### config.mk
export PLATFORM = sky130hd
export DESIGN_NAME = secp_device_flat
export DESIGN_NICKNAME = d
export VERILOG_FILES = /design/src/rtl/secp_pkg.sv /design/src/rtl/secp_if.sv /design/src/rtl/secp_device.sv /design/src/rtl/secp_sync_edge.sv /design/src/flat_wrapper.sv
export VERILOG_INCLUDE_DIRS = /design/src /design/src/rtl
export SDC_FILE = /design/constraint.sdc
export NUM_CORES = 2
export LEC_CHECK = 0
export ABC_CLOCK_PERIOD_IN_PS = 4100
export BUFFER_PORTS_ARGS = -buffer_cell sky130_fd_sc_hd__buf_2
export CAP_MARGIN = 40
export CORE_MARGIN = 10
export CORE_UTILIZATION = 25
export DETAILED_ROUTE_END_ITERATION = 8
export SLEW_MARGIN = 20
export SYNTH_ARGS = -nofsm -noshare
export SYNTH_HDL_FRONTEND = slang
export SYNTH_HIERARCHICAL = 1
export SYNTH_SLANG_ARGS = --single-unit
### constraint.sdc
create_clock -name CLOCK_I -period 4.1 [get_ports CLOCK_I]
set_input_delay 0 -clock CLOCK_I [delete_from_list [all_inputs] [get_ports CLOCK_I]]
set_output_delay 0 -clock CLOCK_I [all_outputs]
set_load 0.02 [all_outputs]
### src/rtl/secp_map.svh
`ifndef SECP_MAP_SVH
`define SECP_MAP_SVH

// Word, address and instruction geometry.
`define SECP_WORD_W     16
`define SECP_ADDR_W     6
`define SECP_CMD_W      8
`define SECP_WORDS      64
`define SECP_FRAME_W    25

// Op codes in the two bits after the start bit.
`define SECP_OP_SPECIAL 2'h0
`define SECP_OP_WRITE   2'h1
`define SECP_OP_READ    2'h2
`define SECP_OP_ERASE   2'h3

// Special instructions, selected by the two upper address bits.
`define SECP_SUB_DIS    2'h0
`define SECP_SUB_WRITE_ALL_CMD   2'h1
`define SECP_SUB_ERASE_ALL_CMD   2'h2
`define SECP_SUB_EN     2'h3

// Fixed bit values on the wires.
`define SECP_START_BIT  1'h1
`define SECP_DUMMY_BIT  1'h0
`define SECP_STAT_BUSY  1'h0
`define SECP_STAT_READY 1'h1
`define SECP_ERASED     16'hffff

// Last bit index of each field and of each frame length.
`define SECP_CMD_LAST   5'h07
`define SECP_DATA_LAST  5'h0f
`define SECP_SHORT_LAST 5'h08
`define SECP_LONG_LAST  5'h18

// Times in their own units and the clock rate.
`define SECP_CLK_MHZ    100
`define SECP_T_PROG_MS  10
`define SECP_T_CS_NS    500
`define SECP_T_SKH_NS   500

// Least times rounded up to whole clock cycles.
`define SECP_CS_CYC     ((`SECP_T_CS_NS * `SECP_CLK_MHZ + 999) / 1000)
`define SECP_SKH_CYC    ((`SECP_T_SKH_NS * `SECP_CLK_MHZ + 999) / 1000)

// Timer widths.
`define SECP_TMR_W      8
`define SECP_PROG_W     24

`endif

### src/rtl/secp_pkg.sv
`include "secp_map.svh"
`default_nettype none
package secp_pkg;
	// Timer types for the host pacing and the self-timed cycle.
	typedef logic [`SECP_TMR_W-1:0]  secp_tmr_t;
	typedef logic [`SECP_PROG_W-1:0] secp_prog_t;

	// Device states.
	typedef enum logic [2:0] {DEV_IDLE, DEV_CMD, DEV_DATA, DEV_READ, DEV_ARMED, DEV_PROG, DEV_READY} secp_dev_e;

	// Host states.
	typedef enum logic [2:0] {HOST_IDLE, HOST_SETUP, HOST_LOW, HOST_HIGH, HOST_GAP, HOST_POLL, HOST_END} secp_host_e;

	// Whole state of the device end, the memory array included.
	typedef struct packed {
		secp_dev_e                                  st;
		logic                                       en;
		logic [4:0]                                 cnt;
		logic [`SECP_CMD_W-1:0]                     cmd;
		logic [`SECP_WORD_W-1:0]                    data;
		logic [`SECP_WORD_W-1:0]                    shreg;
		logic                                       dout;
		secp_prog_t                                 timer;
		logic [`SECP_WORDS-1:0][`SECP_WORD_W-1:0]   mem;
	} secp_dev_s;

	// Whole state of the host end.
	typedef struct packed {
		secp_host_e                st;
		secp_tmr_t                 tmr;
		logic [4:0]                bitn;
		logic [4:0]                last;
		logic [`SECP_FRAME_W-1:0]  sh;
		logic [`SECP_WORD_W-1:0]   rx;
		logic                      sk;
		logic                      sel;
		logic                      di;
		logic                      en;
		logic                      prog;
		logic                      done;
		logic                      err;
	} secp_host_s;

	// True for instructions that start a self-timed programming cycle.
	function automatic logic secp_is_prog(input logic [`SECP_CMD_W-1:0] cmd);
		logic [1:0] op;
		logic [1:0] sub;
		op  = cmd[7:6];
		sub = cmd[5:4];
		return (op == `SECP_OP_WRITE) || (op == `SECP_OP_ERASE) ||
			((op == `SECP_OP_SPECIAL) && ((sub == `SECP_SUB_ERASE_ALL_CMD) || (sub == `SECP_SUB_WRITE_ALL_CMD)));
	endfunction

	// True for instructions followed by a 16-bit data word.
	function automatic logic secp_has_data(input logic [`SECP_CMD_W-1:0] cmd);
		return (cmd[7:6] == `SECP_OP_WRITE) ||
			((cmd[7:6] == `SECP_OP_SPECIAL) && (cmd[5:4] == `SECP_SUB_WRITE_ALL_CMD));
	endfunction
endpackage
`default_nettype wire

### src/rtl/secp_if.sv
`default_nettype none
interface secp_if;
	logic select_line;   // Host selects the device, active high.
	logic serial_clock;  // Serial clock made by the host.
	logic serial_in;     // Instruction and data bits toward the device.
	logic serial_out;    // Read data or busy and ready status from the device.
	logic serial_out_oe; // High while the device drives serial_out.

	// The documented device end.
	modport device (
		input  select_line,
		input  serial_clock,
		input  serial_in,
		output serial_out,
		output serial_out_oe
	);

	// The controlling host end.
	modport host (
		output select_line,
		output serial_clock,
		output serial_in,
		input  serial_out,
		input  serial_out_oe
	);
endinterface
`default_nettype wire

### src/rtl/secp_device.sv
`include "secp_map.svh"
`default_nettype none
module secp_device #(
	parameter int PROG_CYCLES = `SECP_T_PROG_MS * `SECP_CLK_MHZ * 1000 // Self-timed cycle length in clocks.
) (
	// Clock, enable and reset.
	input  wire logic CLOCK_I,
	input  wire logic CE_I,
	input  wire logic RST_I,
	// Serial link toward the host.
	secp_if.device    LINK,
	// Status for the surrounding logic.
	output logic      BUSY_O,
	output logic      PROG_EN_O
);
	secp_pkg::secp_dev_s s;      // Registered state, memory included.
	secp_pkg::secp_dev_s next_s; // Next state.

	logic [2:0] pin_lvl;  // Synchronised select, clock and data in.
	logic [2:0] pin_rise; // Rising edges of the same pins.
	logic [2:0] pin_fall; // Falling edges of the same pins.
	logic       sel;      // Device selected.
	logic       sel_fall; // Select has just dropped.
	logic       sk_rise;  // Serial clock has just risen.
	logic       di;       // Data in as it stood at the clock rise.

	// Timer load for the self-timed cycle, one less than its length.
	localparam secp_pkg::secp_prog_t PROG_LOAD = secp_pkg::secp_prog_t'(PROG_CYCLES - 1);

	// All three pins come from the host and cross into this clock.
	// Data in passes the same two stages as the serial clock, so the level
	// read at a detected rise is the one the host set up before it.
	secp_sync_edge #(
		.W(3)
	) u_sync (
		.clk_i  (CLOCK_I),
		.ce_i   (CE_I),
		.rst_i  (RST_I),
		.pin_i  ({LINK.select_line, LINK.serial_clock, LINK.serial_in}),
		.level_o(pin_lvl),
		.rise_o (pin_rise),
		.fall_o (pin_fall)
	);

	// Name the synchronised pins by use.
	assign sel      = pin_lvl[2];
	assign sel_fall = pin_fall[2];
	assign sk_rise  = pin_rise[1];
	assign di       = pin_lvl[0];

	// Decode, shift and program; one process builds the next state.
	always_comb begin
		logic [`SECP_CMD_W-1:0]  word;
		logic [`SECP_ADDR_W-1:0] addr;
		logic [1:0]              op;
		logic [1:0]              sub;
		word   = {s.cmd[6:0], di};
		addr   = s.cmd[5:0];
		op     = s.cmd[7:6];
		sub    = s.cmd[5:4];
		next_s = s;
		unique case (s.st)
			// Wait for a start bit while selected.
			secp_pkg::DEV_IDLE: begin
				if (sel && sk_rise && (di == `SECP_START_BIT)) begin
					next_s.st  = secp_pkg::DEV_CMD;
					next_s.cnt = '0;
				end
			end
			// Collect op code and address, then decode.
			secp_pkg::DEV_CMD: begin
				if (!sel) begin
					next_s.st = secp_pkg::DEV_IDLE;
				end else if (sk_rise) begin
					next_s.cmd = word;
					next_s.cnt = s.cnt + 5'h01;
					if (s.cnt == `SECP_CMD_LAST) begin
						next_s.cnt = '0;
						if (word[7:6] == `SECP_OP_READ) begin
							// Read works whatever the enable state is.
							next_s.shreg = s.mem[word[5:0]];
							next_s.dout  = `SECP_DUMMY_BIT;
							next_s.st    = secp_pkg::DEV_READ;
						end else if ((word[7:6] == `SECP_OP_SPECIAL) && (word[5:4] == `SECP_SUB_EN)) begin
							next_s.en = 1'b1;
							next_s.st = secp_pkg::DEV_IDLE;
						end else if ((word[7:6] == `SECP_OP_SPECIAL) && (word[5:4] == `SECP_SUB_DIS)) begin
							next_s.en = 1'b0;
							next_s.st = secp_pkg::DEV_IDLE;
						end else if (secp_pkg::secp_has_data(word)) begin
							next_s.st = secp_pkg::DEV_DATA;
						end else begin
							// Erase instructions are dropped while disabled.
							next_s.st = s.en ? secp_pkg::DEV_ARMED : secp_pkg::DEV_IDLE;
						end
					end
				end
			end
			// Collect the sixteen data bits of a write.
			secp_pkg::DEV_DATA: begin
				if (!sel) begin
					next_s.st = secp_pkg::DEV_IDLE;
				end else if (sk_rise) begin
					next_s.data = {s.data[14:0], di};
					next_s.cnt  = s.cnt + 5'h01;
					if (s.cnt == `SECP_DATA_LAST) begin
						// No erase is needed first; disabled writes are dropped.
						next_s.st = s.en ? secp_pkg::DEV_ARMED : secp_pkg::DEV_IDLE;
					end
				end
			end
			// Shift the read word out, one bit per clock rise.
			// Clocks beyond the sixteenth data bit shift out zeros.
			secp_pkg::DEV_READ: begin
				if (!sel) begin
					next_s.st = secp_pkg::DEV_IDLE;
				end else if (sk_rise) begin
					next_s.dout  = s.shreg[15];
					next_s.shreg = {s.shreg[14:0], 1'b0};
				end
			end
			// Wait for select to drop; an extra clock rise cancels.
			// A host that clocks past the last bit has lost count of the frame,
			// so nothing is written rather than a shifted word.
			secp_pkg::DEV_ARMED: begin
				if (sel_fall) begin
					next_s.st    = secp_pkg::DEV_PROG;
					next_s.timer = PROG_LOAD;
					next_s.dout  = `SECP_STAT_BUSY;
					if (op == `SECP_OP_ERASE) begin
						next_s.mem[addr] = `SECP_ERASED;
					end else if (op == `SECP_OP_WRITE) begin
						next_s.mem[addr] = s.data;
					end else begin
						// Both whole-array instructions complete in one cycle.
						for (int i = 0; i < `SECP_WORDS; i++) begin
							next_s.mem[i] = (sub == `SECP_SUB_ERASE_ALL_CMD) ? `SECP_ERASED : s.data;
						end
					end
				end else if (sk_rise) begin
					next_s.st = secp_pkg::DEV_IDLE;
				end
			end
			// Self-timed cycle; the link is ignored meanwhile.
			// The array was updated when the cycle began; the timer only paces
			// the busy status, so a read after ready always sees the new word.
			secp_pkg::DEV_PROG: begin
				next_s.timer = s.timer - secp_pkg::secp_prog_t'(1);
				if (s.timer == '0) begin
					next_s.st   = secp_pkg::DEV_READY;
					next_s.dout = `SECP_STAT_READY;
				end
			end
			// Show ready until deselected or a new start bit comes.
			secp_pkg::DEV_READY: begin
				if (sel_fall) begin
					next_s.st = secp_pkg::DEV_IDLE;
				end else if (sel && sk_rise && (di == `SECP_START_BIT)) begin
					next_s.st  = secp_pkg::DEV_CMD;
					next_s.cnt = '0;
				end
			end
		endcase
	end

	// Register the state; reset stands for power-up, so programming is off.
	// The array comes up erased because there is no retained content to model.
	always_ff @(posedge CLOCK_I) begin
		if (RST_I) begin
			s     <= '0;
			s.mem <= {`SECP_WORDS{`SECP_ERASED}};
		end else if (CE_I) begin
			s <= next_s;
		end
	end

	// Drive the output only while selected in a reporting state.
	// The data flip-flop keeps its last value when released; the host must
	// qualify it with the output enable, as a released pin carries no level.
	assign LINK.serial_out    = s.dout;
	assign LINK.serial_out_oe = sel && ((s.st == secp_pkg::DEV_READ) || (s.st == secp_pkg::DEV_PROG) ||
		(s.st == secp_pkg::DEV_READY));

	// Status toward the surrounding logic.
	assign BUSY_O    = (s.st == secp_pkg::DEV_PROG);
	assign PROG_EN_O = s.en;
endmodule
`default_nettype wire

### src/rtl/secp_sync_edge.sv
`default_nettype none
module secp_sync_edge #(
	parameter int W = 1 // Number of pins synchronised.
) (
	// Clock, enable and reset.
	input  wire logic         clk_i,
	input  wire logic         ce_i,
	input  wire logic         rst_i,
	// Pins from another clock domain.
	input  wire logic [W-1:0] pin_i,
	// Synchronised level and its edges.
	output logic      [W-1:0] level_o,
	output logic      [W-1:0] rise_o,
	output logic      [W-1:0] fall_o
);
	// The first stage is read only by the second one.
	typedef struct packed {
		logic [W-1:0] meta;
		logic [W-1:0] lvl;
		logic [W-1:0] prev;
	} secp_sync_s;

	secp_sync_s s;      // Registered state.
	secp_sync_s next_s; // Next state.

	// Shift the pins through two stages and keep one more for edges.
	always_comb begin
		next_s      = s;
		next_s.meta = pin_i;
		next_s.lvl  = s.meta;
		next_s.prev = s.lvl;
	end

	// Register the state; a low enable freezes it.
	always_ff @(posedge clk_i) begin
		if (rst_i) begin
			s <= '0;
		end else if (ce_i) begin
			s <= next_s;
		end
	end

	// Edges come from the settled stages only.
	assign level_o = s.lvl;
	assign rise_o  = s.lvl & ~s.prev;
	assign fall_o  = ~s.lvl & s.prev;
endmodule
`default_nettype wire

### src/flat_wrapper.sv
// flat-port wrapper written by rule: the top's interface ports become plain ports
module secp_device_flat 
#(
	parameter int PROG_CYCLES = `SECP_T_PROG_MS * `SECP_CLK_MHZ * 1000                                      
)
  (CLOCK_I, CE_I, RST_I, BUSY_O, PROG_EN_O, LINK_select_line, LINK_serial_clock, LINK_serial_in, LINK_serial_out, LINK_serial_out_oe);
  secp_if LINK_i ();
  input  wire logic CLOCK_I;
  input  wire logic CE_I;
  input  wire logic RST_I;
  output logic BUSY_O;
  output logic PROG_EN_O;
  input wire logic [$bits(LINK_i.select_line)-1:0] LINK_select_line;
  input wire logic [$bits(LINK_i.serial_clock)-1:0] LINK_serial_clock;
  input wire logic [$bits(LINK_i.serial_in)-1:0] LINK_serial_in;
  output wire logic [$bits(LINK_i.serial_out)-1:0] LINK_serial_out;
  output wire logic [$bits(LINK_i.serial_out_oe)-1:0] LINK_serial_out_oe;
  assign LINK_i.select_line = LINK_select_line;
  assign LINK_i.serial_clock = LINK_serial_clock;
  assign LINK_i.serial_in = LINK_serial_in;
  assign LINK_serial_out = LINK_i.serial_out;
  assign LINK_serial_out_oe = LINK_i.serial_out_oe;
  secp_device #(.PROG_CYCLES(PROG_CYCLES)) u_core (.CLOCK_I(CLOCK_I), .CE_I(CE_I), .RST_I(RST_I), .LINK(LINK_i), .BUSY_O(BUSY_O), .PROG_EN_O(PROG_EN_O));
endmodule
* Word-level counts from Yosys, hierarchy flattened
Index checks and enable logic that the tools add are counted.
** Cells by class
- Magnitude comparators :: 3
- Bitwise gates (word level) :: 6
- Equal/unequal tests :: 32
- Mux-type cells :: 45
- Reductions and logical operators :: 28
- $add $sub $neg :: 2
** Operator list (count)
- $mux 1024 :: 2
- $mux 1049 :: 1
- $bwmux 1024 :: 1
- $or 1024x1024->1024 :: 1
- $mux 17 :: 7
- $bmux 16 s6 :: 1
- $demux 16 s6 :: 1
- $mux 16 :: 3
- $pmux 24 s2 :: 1
- $mux 3 :: 14
- $pmux 16 s2 :: 1
- $logic_not 24->1 :: 1
- $sub 24x1->24 const B :: 1
- $pmux 3 s7 :: 1
- $mux 5 :: 4
- $pmux 5 s4 :: 1
- $reduce_and 8->1 :: 2
- $lt 6x7->1 const B :: 2
- $ne 2x1->1 const B :: 7
- $reduce_and 7->1 :: 2
- $mux 13 :: 1
- $ne 3x2->1 const B :: 4
- $ne 2x2->1 const B :: 5
- $reduce_and 10->1 :: 1
- 27 further kinds :: 51
** Storage, ports and cells
- Flip-flop bits (word level) :: 1107
- Input port bits :: 6
- Word-level logic and storage cells :: 191
- Output and inout bits :: 4

* Logic depth before layout (Yosys ltp)
- Depth in word-level cells :: 11
- Depth in mapped cells :: 13

* Cells and area by module
Netlist, hierarchy kept.
** Modules (own cells, without submodules)
- secp_device :: times used 1, cells each 5124, seq. area each 21981.1 µm², area each 51396.8 µm²
- secp_sync_edge :: times used 1, cells each 38, seq. area each 180.2 µm², area each 382.9 µm²

* Least setup slack after synthesis
No wires, ideal clock.
- Kind :: reg2reg
- Start point :: reg u_core.u_sync.s (netlist bit u_core/u_sync/level_o[0])
- End point :: reg u_core/s[1053] in the netlist's numbering
- Stages on the path, launching flop included :: 12
- Slack :: 1681 ps
- Library setup time :: 122 ps
- Data required time :: 3978 ps
- Data arrival time :: 2297 ps
- Cell sequence :: dfxtp_1 -> buf_4 -> buf_6 -> buf_6 -> buf_6 -> buf_6 -> buf_4 -> mux2i_1 -> o21ai_0 -> a2111oi_0 -> nor3_1 -> a221o_1
** On the way
- Longest elaborated chain between the ends :: 7
** Ends and longest elaborated chain
- start, declared :: RTL line secp_sync_edge.sv:23 : secp_sync_s s;
- start signal, assigned :: RTL line secp_sync_edge.sv:39 : s <= next_s;
- $bmux 16 s6 :: RTL line secp_device.sv:81 : next_s.shreg = s.mem[word[5:0]];
- $mux 16 (implied by the code) :: RTL line secp_device.sv:81
- $mux 17 :: RTL line secp_device.sv:79 : if (word[7:6] == `SECP_OP_READ) begin
- $mux 17 :: RTL line secp_device.sv:77 : if (s.cnt == `SECP_CMD_LAST) begin
- $mux 17 :: RTL line secp_device.sv:74 : end else if (sk_rise) begin
- $mux 17 :: RTL line secp_device.sv:72 : if (!sel) begin
- $pmux 16 s2 :: RTL line secp_device.sv:62 : unique case (s.st)
- end signal, assigned :: RTL line secp_device.sv:173 : s <= next_s;
- end, declared :: RTL line secp_device.sv:16 : secp_pkg::secp_dev_s s;
No other way between the ends. The select of a mux whose other input is x is not followed.
A chain may end at the register's enable or synchronous reset.

==> run_results.csv <==
group,metric,value,unit
outcome,outcome,"completed",
die,rows,166,
die,start_util,0.252,
sta,final-hold-violation-count,0,
sta,fin_tns_setup,0,ps
synth,synth.net_count,5163,
cts,clock_path_buffers,3,
synth,synth_cells,5154,
cts,cts_tree,"done",
cts,cts-root-buf,"clkbuf_16",
placed_design,hpwl,126000,um
global_routing,grt_max_degree,210,
sta,setup_ws,215,ps
global_routing,globalRouteOverflowTotal,0,
sta,setup_violations,0,
cells_and_area,stdcell_area,59500,um^2
setup_path,cp-end-kind,"flip-flop",
cells_and_area,fin_cells,7689,
power_and_ir_drop,fin_total_pwr,22.3,mW
sta,grt_setup_unrepaired,"false",
min_path,hp-class,"in2reg",
cts,htreeDepth,3,
global_routing,grt_pass1_wl,315000,um
setup_path,worst_ep_required_time,4750,ps
synth,syn_area,51700,um^2
setup_path,slowest_delay,900,ps
drt,ant_nets,0,
placed_design,dp_slack,395,ps
placed_design,place.gp.congestion,0.915,
drt,vias,48700,
drt,dr.pass1.iters,6,
global_routing,grtUsageTotal,0.178,
die,dieArea,225000,um^2
power_and_ir_drop,peakVddDrop,344,uV
die,io_pins,10,
global_routing,grt_pass1_vias,46100,
cells_and_area,finish.utilization,0.290,
setup_path,crit_type,"reg2reg",
sta,fin_crit_sh,0.947,
drt,wl_per_cell,27.8,um
die,dieWidth,475,um
drt,via_per_inst,6.33,
cts,numCtsBuffers,115,
cts,clk_latency,780,ps
sta,tightest_slew,1060,ps
die,core_region_area,205000,um^2
sta,skew,59.0,ps
sta,slew_violations,0,
drt,drt_iter0_drc,8144,
synth,syn_area_per_cell,10.0,um^2
die,die_y,475,um
drt,drc,0,
placed_design,portBuffers,9,
cells_and_area,drive_above_1_share,0.159,
setup_path,worstPathCellList,"nor2b_2, buf_4, nand2_1, a21oi_2, buf_4, nand2_1, a221o_1",
sta,slew_headroom,0.290,
power_and_ir_drop,p_leak,18.8,nW
drt,drt_wl_total,214000,um
global_routing,antenna_found_initial,2,
power_and_ir_drop,p_per_area,374,nW/um^2
cells_and_area,areaGrowthSynthToFinish,15.1,%
placed_design,placedCellCount,7454,
setup_path,cp.arrival,4530,ps
cts,clock_sinks,1106,
cts,ctsResizeCount,0,
sta,min_period,3880,ps
cts,clkSlewWorstSetupHoldPaths,70,ps
placed_design,postPlaceCellArea,55300,um^2
sta,worst_hold_slack,370,ps
setup_path,crit_path_top_delay_cell,"nor2b_2",
sta,fmax,0.257,GHz
synth,yosys_warnings,6,
cells_and_area,nets,4906,
flow_run,cap_violations,0,
setup_path,startpoint_type,"flip-flop",
setup_path,worstPathMaxFanout,18,
==> area by class of cell <==
class	count	area, um^2
antenna	3	7.51
clock buffer	161	3330
clock inverter	57	671
fill	21000	146000
inverter	7	26.3
multi-input combinational	3370	27000
sequential	1106	22200
tap	2688	3360
timing repair buffer	297	2940
==> what timing repair did <==
action | in CTS | in global routing
endpoints found under the setup margin | 0 | 0
hold endpoints to repair | 40 | 0
hold buffers | 9 | 0
buffers inserted | 0 | 0
==> cell usage in the layout, fill, tap and decap left out, drive strengths merged, types with 15 or more instances in the layout <==
| cell type | instances |
|---|---|
| a2111oi | 15 |
| mux2 | 22 |
| nor4 | 15 |
| nand3 | 22 |
| o21bai | 16 |
| nor2 | 117 |
| o21ai | 1076 |
| buf | 286 |
| nor3 | 32 |
| clkinv | 32 |
| nand2 | 219 |
| dfxtp | 1106 |
| a211oi | 21 |
| o22ai | 88 |
| a21oi | 128 |
| nor2b | 16 |
| mux4 | 147 |
| mux2i | 249 |
| a221o | 1026 |
| clkbuf | 162 |
==> path summary, 6_finish.rpt <==
kind	slack [ps]	end	cells past startpoint	startpoint
setup / recovery	220	flip-flop	7	u_core/s[1082]
hold / removal	370	u_core/u_sync/s[1]	4	CE_I
setup reg to reg	220	flip-flop	7	u_core/s[1082]
hold reg to reg	480	u_core/s[1050]	2	u_core/s[1050]
==> routing by layer <==
layer / global-route usage / vias up / wire length (um)
met4: 0.0752 / 2 / 9660
met3: 0.0517 / 565 / 27300
met1: 0.246 / 24500 / 86600
met2: 0.258 / 3448 / 90400
met5: 0 / - / 9
li1: - / 20200 / -
==> worst max-delay path: cells and delay by family, from the launching register on <==
kind            cells  cell delay, ps
compound gates      2             780
flops               1             600
buf+inv             2             600
simple gates        3            1760
==> power breakdown <==
part           total, mW  internal [mW]  switching, mW
Clock               11.1           6.33           4.80
Sequential          10.8           10.7         0.0106
Combinational      0.374          0.103          0.271
Power figures use the tool's default switching activity.
